File: src/hw/ppm_pkg.sv
// Package of constants and types for the panel power management pin logic
package ppm_pkg;

    // Register byte offsets
    localparam logic [7:0] PPM_OFS_CTRL     = 8'h00; // power_mgmt_ctrl
    localparam logic [7:0] PPM_OFS_DEBOUNCE = 8'h04; // suspend_debounce_cfg
    localparam logic [7:0] PPM_OFS_SEQCFG   = 8'h08; // seq_misc_cfg
    localparam logic [7:0] PPM_OFS_TIMER    = 8'h0c; // power-down timeout
    localparam logic [7:0] PPM_OFS_STATUS   = 8'h10; // sticky events, read only
    localparam logic [7:0] PPM_OFS_IRQ_EN   = 8'h14; // event enables
    localparam logic [7:0] PPM_OFS_IRQ_CLR  = 8'h18; // write one to clear
    localparam logic [7:0] PPM_OFS_STATE    = 8'h1c; // live state, read only

    // power_mgmt_ctrl fields
    localparam int PPM_CTRL_STBY_DIR = 7;
    localparam int PPM_CTRL_LCD_EN   = 6;
    localparam int PPM_CTRL_CRT_EN   = 5;
    localparam int PPM_CTRL_ACT_MASK = 4;
    localparam int PPM_CTRL_SUSP_OFF = 3; // 1: suspend only turns panel off
    localparam int PPM_CTRL_STBY_SW  = 2; // software standby request
    // seq_misc_cfg field
    localparam int PPM_SEQ_SUSP_POL  = 3; // 0: active high
    // Event bits
    localparam int PPM_EV_ACTIVITY   = 0;
    localparam int PPM_EV_PANEL_RST  = 1;
    localparam int PPM_EV_TIMEOUT    = 2;
    localparam int PPM_EV_STANDBY    = 3;
    localparam int PPM_EV_SUSPEND    = 4;
    localparam int PPM_EV_SEQ_DONE   = 5;
    localparam int PPM_EV_W          = 6;

    // Reset values
    localparam logic [7:0]  PPM_CTRL_RST     = 8'h00;
    localparam logic [3:0]  PPM_DEBOUNCE_RST = 4'h0;
    localparam logic [7:0]  PPM_SEQCFG_RST   = 8'h00;
    localparam logic [15:0] PPM_TIMER_RST    = 16'h0000; // zero disables the timer

    // Time base: one tick per microsecond at 100 MHz
    localparam int PPM_CLK_MHZ    = 100;
    localparam int PPM_TICK_NS    = 1000;
    localparam int PPM_TICK_CYC   = PPM_TICK_NS * PPM_CLK_MHZ / 1000;
    // Debounce ticks per field step, and power sequence step delay in ticks
    localparam int PPM_DEB_STEP   = 1000;
    localparam int PPM_SEQ_STEP   = 1000;

    typedef enum logic [2:0] {
        PPM_OFF, PPM_UP_VCC, PPM_UP_VEE, PPM_ON, PPM_DN_BACK, PPM_DN_VEE
    } ppm_state_t;

    // Synchronised pins travel together
    typedef struct packed {
        logic activity;
        logic panel_reset_n;
        logic standby;
        logic suspend;
        logic ac_power;
    } ppm_pins_t;

endpackage : ppm_pkg

File: src/hw/ppm_top.sv
// Panel power management pin logic with Wishbone register slave
// What this block does
// RULE_01: If unmasked, each activity rising edge restarts the power-down timer.
// RULE_02: Backlight enable is driven as one step of panel power sequence.
// RULE_03: Panel logic-power enable is driven as a power sequence step.
// RULE_04: Panel bias-power enable is driven as a power sequence step.
// RULE_05: Panel reset falling edge clears LCD and CRT enable bits 6 and 5.
// RULE_06: That clearing starts panel power-down and halts memory refresh.
// RULE_07: Panel reset rising edge leaves enables cleared; software rewrites them.
// RULE_08: AC power high freezes the power-down timer; no timeout power-down.
// RULE_09: When AC power drops, the timer resumes from its held count.
// RULE_10: Control bit 7 sets standby pin direction: 0 input, 1 output.
// RULE_11: Standby pin as input rising high starts standby power-down.
// RULE_12: Standby pin as output is high in standby, low otherwise.
// RULE_13: Suspend polarity comes from bit 3 of the sequencer config register.
// RULE_14: Suspend debounce interval comes from a four-bit field, bits 3..0.
// RULE_15: Debounced suspend enters hardware suspend or turns the panel off.
// RULE_16: After reset, suspend is active high.
// RULE_17: Suspend counts only after holding active for the whole debounce interval.
// RULE_18: Activity, panel reset and standby edges use synchronised sample compares.
`timescale 1ns/100ps
module ppm_top
    import ppm_pkg::*;
#(
    parameter int DEB_STEP_TICKS = PPM_DEB_STEP,
    parameter int SEQ_STEP_TICKS = PPM_SEQ_STEP
)(
    input  wire logic        I_CLOCK,
    input  wire logic        I_RST,
    input  wire logic        I_WB_CYC,
    input  wire logic        I_WB_STB,
    input  wire logic        I_WB_WE,
    input  wire logic [7:0]  I_WB_ADR,
    input  wire logic [3:0]  I_WB_SEL,
    input  wire logic [31:0] I_WB_DAT,
    output logic      [31:0] O_WB_DAT,
    output logic             O_WB_ACK,
    input  wire logic        I_ACTIVITY_SENSE_IN,
    input  wire logic        I_PANEL_RESET_N,
    input  wire logic        I_AC_POWER_PRESENT,
    input  wire logic        I_SUSPEND,
    input  wire logic        I_STANDBY,
    output logic             O_STANDBY,
    output logic             O_STANDBY_OE_N,
    output logic             O_PANEL_BACKLIGHT_EN,
    output logic             O_PANEL_LOGIC_POWER_EN,
    output logic             O_PANEL_BIAS_POWER_EN,
    output logic             O_REFRESH_EN,
    output logic             O_SUSPEND_MODE,
    output logic             O_IRQ
);

    // Width of the larger tick counters
    localparam int CW = 24;

    function automatic logic rise(input logic now, input logic prev);
        return now & ~prev;
    endfunction : rise

    ppm_pins_t  meta_r;
    ppm_pins_t  sync_r;
    ppm_pins_t  prev_r;
    logic [7:0]  ctrl_r;
    logic [3:0]  deb_cfg_r;
    logic [7:0]  seq_cfg_r;
    logic [15:0] timeout_r;
    logic [PPM_EV_W-1:0] status_r;
    logic [PPM_EV_W-1:0] irq_en_r;
    logic [PPM_EV_W-1:0] event_nxt;
    logic [7:0]  tick_cnt_r;
    logic        tick_r;
    logic [15:0] idle_cnt_r;
    logic [CW-1:0] deb_cnt_r;
    logic        susp_active_r;
    logic [CW-1:0] seq_cnt_r;
    logic        standby_r;
    ppm_state_t  state_r;
    logic        wb_req;
    logic        wb_wr;
    logic        act_edge;
    logic        prst_fall;
    logic        stby_rise;
    logic        susp_level;
    logic        timeout_hit;
    logic        panel_want;
    logic        seq_done;

    // Two-stage synchroniser; only sync_r and prev_r are read by logic
    always_ff @(posedge I_CLOCK or posedge I_RST)
    begin
        if (I_RST)
        begin
            meta_r <= '{panel_reset_n: 1'b1, default: 1'b0};
            sync_r <= '{panel_reset_n: 1'b1, default: 1'b0};
            prev_r <= '{panel_reset_n: 1'b1, default: 1'b0};
        end
        else
        begin
            meta_r <= '{activity: I_ACTIVITY_SENSE_IN, panel_reset_n: I_PANEL_RESET_N,
                        standby: I_STANDBY, suspend: I_SUSPEND, ac_power: I_AC_POWER_PRESENT};
            sync_r <= meta_r;
            prev_r <= sync_r;
        end
    end

    // Edge detection against previous sample
    assign act_edge  = rise(sync_r.activity, prev_r.activity);               // see RULE_18
    assign prst_fall = rise(prev_r.panel_reset_n, sync_r.panel_reset_n);     // see RULE_18
    assign stby_rise = ~ctrl_r[PPM_CTRL_STBY_DIR]
                       & rise(sync_r.standby, prev_r.standby);               // see RULE_11
    assign susp_level = sync_r.suspend ^ seq_cfg_r[PPM_SEQ_SUSP_POL];        // see RULE_13

    // Wishbone classic decode
    assign wb_req = I_WB_CYC & I_WB_STB & ~O_WB_ACK;
    assign wb_wr  = wb_req & I_WB_WE & I_WB_SEL[0];

    // Bus ack and read data
    always_ff @(posedge I_CLOCK or posedge I_RST)
    begin
        if (I_RST)
        begin
            O_WB_ACK <= 1'b0;
            O_WB_DAT <= 32'h0000_0000;
        end
        else
        begin
            O_WB_ACK <= wb_req;
            O_WB_DAT <= 32'h0000_0000;
            if (wb_req && !I_WB_WE)
            begin
                unique case (I_WB_ADR)
                    PPM_OFS_CTRL:     O_WB_DAT[7:0] <= ctrl_r;
                    PPM_OFS_DEBOUNCE: O_WB_DAT[3:0] <= deb_cfg_r;
                    PPM_OFS_SEQCFG:   O_WB_DAT[7:0] <= seq_cfg_r;
                    PPM_OFS_TIMER:    O_WB_DAT[15:0] <= timeout_r;
                    PPM_OFS_STATUS:   O_WB_DAT[PPM_EV_W-1:0] <= status_r;
                    PPM_OFS_IRQ_EN:   O_WB_DAT[PPM_EV_W-1:0] <= irq_en_r;
                    PPM_OFS_STATE:    O_WB_DAT[7:0] <= {susp_active_r, standby_r, 3'(state_r),
                                                        O_PANEL_BACKLIGHT_EN, O_PANEL_BIAS_POWER_EN,
                                                        O_PANEL_LOGIC_POWER_EN};
                    default:          O_WB_DAT <= 32'h0000_0000;
                endcase
            end
        end
    end

    // Control register; panel reset fall wins over a write
    always_ff @(posedge I_CLOCK or posedge I_RST)
    begin
        if (I_RST)
        begin
            ctrl_r <= PPM_CTRL_RST;
        end
        else
        begin
            if (wb_wr && I_WB_ADR == PPM_OFS_CTRL)
            begin
                ctrl_r <= I_WB_DAT[7:0];          // see RULE_07
            end
            if (prst_fall)
            begin
                ctrl_r[PPM_CTRL_LCD_EN] <= 1'b0;  // see RULE_05
                ctrl_r[PPM_CTRL_CRT_EN] <= 1'b0;  // see RULE_05
            end
        end
    end

    // Configuration registers
    always_ff @(posedge I_CLOCK or posedge I_RST)
    begin
        if (I_RST)
        begin
            deb_cfg_r <= PPM_DEBOUNCE_RST;
            seq_cfg_r <= PPM_SEQCFG_RST;          // see RULE_16
            timeout_r <= PPM_TIMER_RST;
            irq_en_r  <= '0;
        end
        else if (wb_wr)
        begin
            unique case (I_WB_ADR)
                PPM_OFS_DEBOUNCE: deb_cfg_r <= I_WB_DAT[3:0];   // see RULE_14
                PPM_OFS_SEQCFG:   seq_cfg_r <= I_WB_DAT[7:0];   // see RULE_13
                PPM_OFS_TIMER:    timeout_r <= I_WB_DAT[15:0];
                PPM_OFS_IRQ_EN:   irq_en_r  <= I_WB_DAT[PPM_EV_W-1:0];
                default:          ;
            endcase
        end
    end

    // Microsecond tick divider
    always_ff @(posedge I_CLOCK or posedge I_RST)
    begin
        if (I_RST)
        begin
            tick_cnt_r <= 8'h00;
            tick_r     <= 1'b0;
        end
        else
        begin
            tick_r     <= (tick_cnt_r == 8'(PPM_TICK_CYC - 1));
            tick_cnt_r <= (tick_cnt_r == 8'(PPM_TICK_CYC - 1)) ? 8'h00 : tick_cnt_r + 8'h01;
        end
    end

    // Power-down idle timer, counted in ticks
    assign timeout_hit = (timeout_r != 16'h0000) && (idle_cnt_r == timeout_r)
                         && !(act_edge && ctrl_r[PPM_CTRL_ACT_MASK])         // see RULE_01
                         && !sync_r.ac_power;                                // see RULE_08
    always_ff @(posedge I_CLOCK or posedge I_RST)
    begin
        if (I_RST)
        begin
            idle_cnt_r <= 16'h0000;
        end
        else if (act_edge && ctrl_r[PPM_CTRL_ACT_MASK])
        begin
            idle_cnt_r <= 16'h0000;               // see RULE_01
        end
        else if (sync_r.ac_power)
        begin
            idle_cnt_r <= idle_cnt_r;             // see RULE_08
        end
        else if (tick_r && idle_cnt_r != timeout_r)
        begin
            idle_cnt_r <= idle_cnt_r + 16'h0001;  // see RULE_09
        end
    end

    // Suspend debounce: restart on any inactive sample
    always_ff @(posedge I_CLOCK or posedge I_RST)
    begin
        if (I_RST)
        begin
            deb_cnt_r     <= '0;
            susp_active_r <= 1'b0;
        end
        else if (!susp_level)
        begin
            deb_cnt_r     <= '0;                  // see RULE_17
            susp_active_r <= 1'b0;
        end
        else if (deb_cnt_r >= CW'(deb_cfg_r) * CW'(DEB_STEP_TICKS))
        begin
            susp_active_r <= 1'b1;                // see RULE_17
        end
        else if (tick_r)
        begin
            deb_cnt_r <= deb_cnt_r + CW'(1);
        end
    end

    // Standby mode state
    always_ff @(posedge I_CLOCK or posedge I_RST)
    begin
        if (I_RST)
        begin
            standby_r <= 1'b0;
        end
        else if (stby_rise || timeout_hit || ctrl_r[PPM_CTRL_STBY_SW])
        begin
            standby_r <= 1'b1;                    // see RULE_11
        end
        else if (act_edge && ctrl_r[PPM_CTRL_ACT_MASK])
        begin
            standby_r <= 1'b0;
        end
    end

    // Panel wanted on only while enabled and no power saving mode is active
    assign panel_want = ctrl_r[PPM_CTRL_LCD_EN] & ~standby_r & ~susp_active_r;  // see RULE_15
    assign seq_done   = tick_r && seq_cnt_r >= CW'(SEQ_STEP_TICKS);

    // Panel power sequencer: logic, bias, backlight up; reverse down
    always_ff @(posedge I_CLOCK or posedge I_RST)
    begin
        if (I_RST)
        begin
            state_r   <= PPM_OFF;
            seq_cnt_r <= '0;
        end
        else
        begin
            seq_cnt_r <= tick_r ? seq_cnt_r + CW'(1) : seq_cnt_r;
            unique case (state_r)
                PPM_OFF:
                    if (panel_want)
                    begin
                        state_r   <= PPM_UP_VCC;
                        seq_cnt_r <= '0;
                    end
                PPM_UP_VCC:
                    if (!panel_want)
                        state_r <= PPM_OFF;
                    else if (seq_done)
                    begin
                        state_r   <= PPM_UP_VEE;
                        seq_cnt_r <= '0;
                    end
                PPM_UP_VEE:
                    if (!panel_want || seq_done)
                    begin
                        state_r   <= panel_want ? PPM_ON : PPM_DN_VEE;
                        seq_cnt_r <= '0;
                    end
                PPM_ON:
                    if (!panel_want)
                    begin
                        state_r   <= PPM_DN_BACK;         // see RULE_06
                        seq_cnt_r <= '0;
                    end
                PPM_DN_BACK:
                    if (seq_done)
                    begin
                        state_r   <= PPM_DN_VEE;
                        seq_cnt_r <= '0;
                    end
                PPM_DN_VEE:
                    if (seq_done)
                    begin
                        state_r   <= PPM_OFF;
                        seq_cnt_r <= '0;
                    end
                default:
                    state_r <= PPM_OFF;
            endcase
        end
    end

    // Registered pin outputs
    always_ff @(posedge I_CLOCK or posedge I_RST)
    begin
        if (I_RST)
        begin
            O_PANEL_BACKLIGHT_EN   <= 1'b0;
            O_PANEL_LOGIC_POWER_EN <= 1'b0;
            O_PANEL_BIAS_POWER_EN  <= 1'b0;
            O_REFRESH_EN           <= 1'b0;
            O_SUSPEND_MODE         <= 1'b0;
            O_STANDBY              <= 1'b0;
            O_STANDBY_OE_N         <= 1'b1;
        end
        else
        begin
            O_PANEL_BACKLIGHT_EN   <= (state_r == PPM_ON);                          // see RULE_02
            O_PANEL_LOGIC_POWER_EN <= (state_r != PPM_OFF);                         // see RULE_03
            O_PANEL_BIAS_POWER_EN  <= (state_r == PPM_UP_VEE) || (state_r == PPM_ON)
                                      || (state_r == PPM_DN_BACK);                  // see RULE_04
            O_REFRESH_EN           <= ctrl_r[PPM_CTRL_LCD_EN] | ctrl_r[PPM_CTRL_CRT_EN]; // see RULE_06
            O_SUSPEND_MODE         <= susp_active_r & ~ctrl_r[PPM_CTRL_SUSP_OFF];   // see RULE_15
            O_STANDBY              <= standby_r;                                    // see RULE_12
            O_STANDBY_OE_N         <= ~ctrl_r[PPM_CTRL_STBY_DIR];                   // see RULE_10
        end
    end

    // Event pulses for the status register
    always_comb
    begin
        event_nxt = '0;
        event_nxt[PPM_EV_ACTIVITY]  = act_edge;
        event_nxt[PPM_EV_PANEL_RST] = prst_fall;
        event_nxt[PPM_EV_TIMEOUT]   = timeout_hit & ~standby_r;
        event_nxt[PPM_EV_STANDBY]   = stby_rise;
        event_nxt[PPM_EV_SUSPEND]   = susp_level && !susp_active_r
                                      && deb_cnt_r >= CW'(deb_cfg_r) * CW'(DEB_STEP_TICKS);
        event_nxt[PPM_EV_SEQ_DONE]  = (state_r == PPM_DN_VEE) && seq_done;
    end

    // Sticky status, set wins over clear, and interrupt line
    always_ff @(posedge I_CLOCK or posedge I_RST)
    begin
        if (I_RST)
        begin
            status_r <= '0;
            O_IRQ    <= 1'b0;
        end
        else
        begin
            if (wb_wr && I_WB_ADR == PPM_OFS_IRQ_CLR)
                status_r <= (status_r & ~I_WB_DAT[PPM_EV_W-1:0]) | event_nxt;
            else
                status_r <= status_r | event_nxt;
            O_IRQ <= |(status_r & irq_en_r);
        end
    end

endmodule : ppm_top

File: config.mk
export PLATFORM = sky130hd
export DESIGN_NAME = ppm_top
export DESIGN_NICKNAME = d
export VERILOG_FILES = /design/src/hw/ppm_pkg.sv /design/src/hw/ppm_top.sv
export SDC_FILE = /design/constraint.sdc
export NUM_CORES = 1
export LEC_CHECK = 0
export BUFFER_PORTS_ARGS = -buffer_cell sky130_fd_sc_hd__buf_2
export CAP_MARGIN = 20
export CORE_ASPECT_RATIO = 1.4
export CORE_MARGIN = 2
export CORE_UTILIZATION = 47
export CTS_CLUSTER_DIAMETER = 120
export DETAILED_ROUTE_END_ITERATION = 6
export HOLD_SLACK_MARGIN = 0.06
export PLACE_DENSITY = 0.66
export SYNTH_ARGS = -nofsm -noshare
export SYNTH_HDL_FRONTEND = slang
export SYNTH_SLANG_ARGS = --single-unit
File: constraint.sdc
create_clock -name I_CLOCK -period 9.51 [get_ports I_CLOCK]
set_input_delay 1.902 -clock I_CLOCK [delete_from_list [all_inputs] [get_ports I_CLOCK]]
set_output_delay 1.902 -clock I_CLOCK [all_outputs]
set_load 0.05 [all_outputs]
## Yosys cells after proc, flatten, opt, wreduce, memory -nomap -nowiden

Cells that the tools add are included.

| storage, ports and cells | value |
|---|---|
| bits in registers | 180 |
| bits of input ports | 54 |
| output and inout port bits | 41 |
| word-level logic and storage cells | 170 |

| operators by class | value |
|---|---|
| $add $sub $neg | 4 |
| multipliers | 1 |
| $lt $le $gt $ge | 2 |
| eq/ne operators | 25 |
| mux-type cells | 35 |
| bitwise operators | 27 |
| reduce and logical (&&, ||, !) cells | 38 |

Operators by type and width:

| operator | count |
|---|---|
| 2-to-1 mux 24 bit | 9 |
| one-hot mux 24 bit (5 select lines) | 1 |
| 2-to-1 mux 16 bit | 4 |
| adder 24 x 1 -> 24 bit, second input constant | 2 |
| equality test 8 x 5 -> 1 bit, second input constant | 4 |
| one-hot mux 4 bit (7 select lines) | 1 |
| greater-or-equal comparator 24 x 10 -> 1 bit, second input constant | 1 |
| greater-or-equal comparator 24 x 14 -> 1 bit | 1 |
| 2-to-1 mux 3 bit | 8 |
| one-hot mux 3 bit (6 select lines) | 1 |
| adder 16 x 1 -> 16 bit, second input constant | 1 |
| equality test 16 bit | 1 |
| equality test 8 x 4 -> 1 bit, second input constant | 2 |
| 2-to-1 mux 8 bit | 2 |
| inequality test 16 bit | 1 |
| nonzero test 16 bit | 1 |
| inequality test 2 bit, second input constant | 7 |
| bitwise AND 1 bit | 12 |
| bitwise AND 6 bit | 2 |
| logical AND 1 bit | 12 |
| OR 6 bit | 2 |
| one-hot mux 2 bit (6 select lines) | 1 |
| AND reduction 2 bit | 6 |
| multiplier 4 x 7 -> 11 bit, second input constant | 1 |
| other kinds (26) | 49 |

## Longest topological paths before layout

| depth | value |
|---|---|
| word-level depth | 9 |
| gate-level depth with buffers | 18 |
| gate-level depth less buffers | 16 |

## Least setup slack after synthesis

OpenSTA, ideal clock, no wires.

| timing path | value |
|---|---|
| path kind | flip-flop to flip-flop |
| from | register deb_cfg_r[2] |
| to | register deb_cnt_r[6] |
| setup time | 0.078 ns |
| arrival | 4.457 ns |
| required time | 9.432 ns |
| path slack | 4.975 ns |
| stages on the path, launching flop included | 17 |
| path buffers | 1 |
| clock period less this slack | 4.535 ns |
| path through | dfrtp_1 fa_1 inv_1 fa_1 inv_1 ha_1 a21oi_1 o21bai_1 a21oi_1 xnor2_1 ha_1 and4_1 o31a_1 or3b_1 clkbuf_1 or4_1 a21oi_1 |

| on the way | value |
|---|---|
| cells in the longest elaborated chain, start to end | 4 |

Ends and longest elaborated chain:

| item | RTL line | text |
|---|---|---|
| from (decl) | ppm_top.sv:64 | `logic [3:0] deb_cfg_r;` |
| from (signal assigned) | ppm_top.sv:181 | `PPM_OFS_DEBOUNCE: deb_cfg_r <= I_WB_DAT[3:0];` |
| multiplier 4 x 7 -> 11 bit | ppm_top.sv:242 | `else if (deb_cnt_r >= CW'(deb_cfg_r) * CW'(DEB_STEP_TICKS))` |
| greater-or-equal comparator 24 x 14 -> 1 bit | ppm_top.sv:242 |  |
| inequality test 2 bit (no source line) | - |  |
| AND reduction 2 bit (no source line) | - |  |
| to (signal assigned) | ppm_top.sv:248 | `deb_cnt_r <= deb_cnt_r + CW'(1);` |
| to (decl) | ppm_top.sv:73 | `logic [CW-1:0] deb_cnt_r;` |

No other way between the ends.
A chain may end at the register's enable or synchronous reset.

## Worst setup path in the final report

Same ends and word-level chain as after synthesis.

==> impl_metrics.csv <==
group,metric,value,unit
yosys,synth_cell_type_count,67,
yosys,synth-seq-cells,164,
final_layout,nFillCells,1643,
yosys,seq_area_frac_synth,0.484,
min_path,hp-class,"reg2reg",
timing,rsz0062_at_grt,"no",
yosys,synth_area_per_cell,10.7,um2
critical_path,crit_top_cell,"a21oi_1",
timing,slew_viol_final,0,
die,start_util,0.476,
critical_path,cp_cell_sequence,"fa_1 > inv_1 > fa_1 > inv_1 > ha_1 > a21oi_1 > o21bai_1 > a21oi_1 > xnor2_1 > ha_1 > and4_1 > o31a_1 > or3b_1 > or4_1 > a21oi_1",
yosys,yosys_warnings,0,
final_layout,n_antenna_cell,0,
routing,drcViolationCount,0,
critical_path,path_delay_family,"adder cells",
final_layout,final_cell_mix,"dfrtp_1, buf_2, nand2_1",
timing,finalSetupViolCount,0,
critical_path,cp_data_arrival_time,5.43,ns
routing,drt-total-wl,18.7,mm
clocking,htreeDepth,4,
final_layout,final_common_cell,"dfrtp_1",
global_routing,grt_pass1_vias,6046,
pwr,power.density,153,nW/um2
clocking,cts_tree,"built",
routing,avgViaCountPerCell,5.61,
pwr,peakVddDrop,0.135,mV
global_routing,grt_pass1_wl,31.1,mm
timing,relSlewSlack,0.281,
yosys,synth_edf_count,0,
place,post-dp-hpwl,13.0,mm
clocking,cts_inserted_buffers,17,
clocking,cts.sinks,164,
final_layout,nets,938,
global_routing,grt_max_degree,86,
global_routing,antenna_found_initial,0,
timing,period_needed,5.07,ns
place,gp_congestion,0.802,
routing,ant_nets,0,
yosys,mappedNetlistArea,8500,um2
timing,fmax,0.197,GHz
place,numPortBuffers,59,
timing,finClkSkew,0.0113,ns
die,fp-row-count,58,
global_routing,gr-usage-all-layers,0.204,
routing,drtIter0Drc,399,
clocking,clock_path_buffers,2,
pwr,power_leakage,4.42,nW
die,core_area,17900,um2
die,die_h,163,um
run,maxCapViolCount,0,
final_layout,register_area,4110,um2
timing,tns,0,ns
final_layout,multi_input_area,4070,um2
final_layout,final_area,9560,um2
run_status,status,"complete, no violations",
critical_path,endpoint_kind,"flip-flop",
timing,post-route-period-util,0.533,
critical_path,crit_type,"reg2reg",
routing,wl_per_cell,17.0,um
place,placed_cell_area,8940,um2
critical_path,crit_path_max_incr_delay,0.66,ns
critical_path,cp.required,9.86,ns
final_layout,syn_to_final_growth,12.6,%
global_routing,grt_overflow_total,0,
clocking,cts_root_buf,"clkbuf_16",
yosys,async_flop_share,1.00,
routing,drtPass1Iterations,5,
timing,hold_viol,0,
routing,vias,6170,
yosys,ys.flop_type,"dfrtp_1",
critical_path,crit_path_start_kind,"flip-flop",
clocking,clkTransAtPathRegs,0.07,ns
clocking,postCtsHoldBufs,0,
die,die-area,19200,um2
die,dieWidth,118,um
critical_path,slowest_stage,"fa_1",
clocking,cts_setup_buffers,0,
clocking,clock_latency,0.43,ns
final_layout,layout-drive-gt1-share,0.180,
yosys,synth_cells,793,
clocking,cts_resized,0,
critical_path,crit_buf_inv,2,
die,io_pins,95,
timing,worst_pin_slew,1.07,ns
critical_path,worstPathMaxFanout,20,
==> registers in the layout (all words and copies together) (netlist names), 3 cells and up <==
register and flops:
O_WB_DAT 16, ctrl_r 8, deb_cfg_r 4, deb_cnt_r 24, idle_cnt_r 16, irq_en_r 6
meta_r 5, prev_r 3, seq_cfg_r 8, seq_cnt_r 24, state_r 3, status_r 6
sync_r 5, tick_cnt_r 8, timeout_r 16
==> cells in the mapped netlist, drive strengths merged (7+ instances only) <==
| cell | number | area (um2) |
|---|---|---|
| dfrtp | 160 | 4000 |
| nand2 | 50 | 188 |
| nor3 | 44 | 225 |
| mux2 | 41 | 499 |
| inv | 34 | 128 |
| ha | 31 | 388 |
| nor2 | 31 | 119 |
| a21oi | 30 | 150 |
| nand3 | 30 | 150 |
| xnor2 | 27 | 236 |
| clkbuf | 25 | 95.1 |
| xor2 | 25 | 219 |
| buf | 22 | 168 |
| nor4 | 21 | 153 |
| or4 | 19 | 143 |
| and3 | 18 | 113 |
| o31ai | 17 | 128 |
| nand4 | 14 | 87.6 |
| o21ai | 14 | 70.1 |
| a22oi | 13 | 97.6 |
| nand2b | 13 | 81.3 |
| a31oi | 12 | 75.1 |
| and2 | 12 | 75.1 |
| nor2b | 10 | 62.6 |
| mux2i | 9 | 90.1 |
| and4 | 8 | 70.1 |
| fa | 7 | 140 |
==> routing by layer <==
metal,vias to the layer above,share of wire,GRT usage
li1,2967,-,-
met1,3051,0.41,0.245
met2,122,0.53,0.363
met3,30,0.029,0.0290
met4,0,0.030,0.0953
met5,-,0,0
==> stage by stage <==
step / util / cells / power, mW / setup slack (ns) / hold slack (ns)
after floorplan: - / 808 / 0.779 / 3.18 / 0.331
after global placement: 0.500 / 1064 / 0.798 / 4.42 / 0.332
after detailed placement: 0.501 / 1065 / 0.799 / 4.39 / 0.335
after CTS: 0.533 / 1097 / 1.48 / 4.43 / 0.351
after global routing: 0.536 / 1099 / 1.52 / 4.15 / 0.356
final: 0.536 / 1099 / 1.46 / 4.44 / 0.349
==> final timing paths <==
path	from	endpoint	slack, ns	depth (start not counted)
max	deb_cfg_r[2]$_DFFE_PP0P_	deb_cnt_r[6]$_DFFE_PP0P_	4.44	15
min in group asynchronous	I_RST	idle_cnt_r[2]$_DFFE_PP0P_	1.60	2
min	meta_r[0]$_DFF_PP0_	sync_r[0]$_DFF_PP0_	0.35	0
max in group asynchronous	I_RST	meta_r[3]$_DFF_PP1_	6.79	4
max reg2reg	deb_cfg_r[2]$_DFFE_PP0P_	deb_cnt_r[6]$_DFFE_PP0P_	4.44	15
min reg2reg	meta_r[0]$_DFF_PP0_	sync_r[0]$_DFF_PP0_	0.35	0
==> where the power goes <==
group / switching, mW / internal, mW / total (mW)
combinational: 0.0579 / 0.0224 / 0.0803
sequential: 0.00336 / 0.703 / 0.706
clock: 0.300 / 0.375 / 0.675
total: 0.361 / 1.10 / 1.46
==> layout make-up <==
type,instances,area share
Multi-Input combinational cell,563,0.425
Tap cell,240,0.0314
Clock buffer,18,0.0459
Clock inverter,14,0.0147
Sequential cell,164,0.430
Inverter,34,0.0139
Timing Repair Buffer,66,0.0392
==> cell families after synthesis <==
kind of cell               after synthesis  share of synthesized area
xor gates and xnor gates                52                     0.0536
adders and majority gates               38                     0.0621
other                                    1                   0.000441
DFF                                    164                      0.484
buffers and inverters                   81                     0.0459
muxes                                   50                     0.0694
AOI/OAI and AO/OA                      120                     0.0960
and+or+nand+nor                        287                      0.189
(Power assumes the default switching activity.)
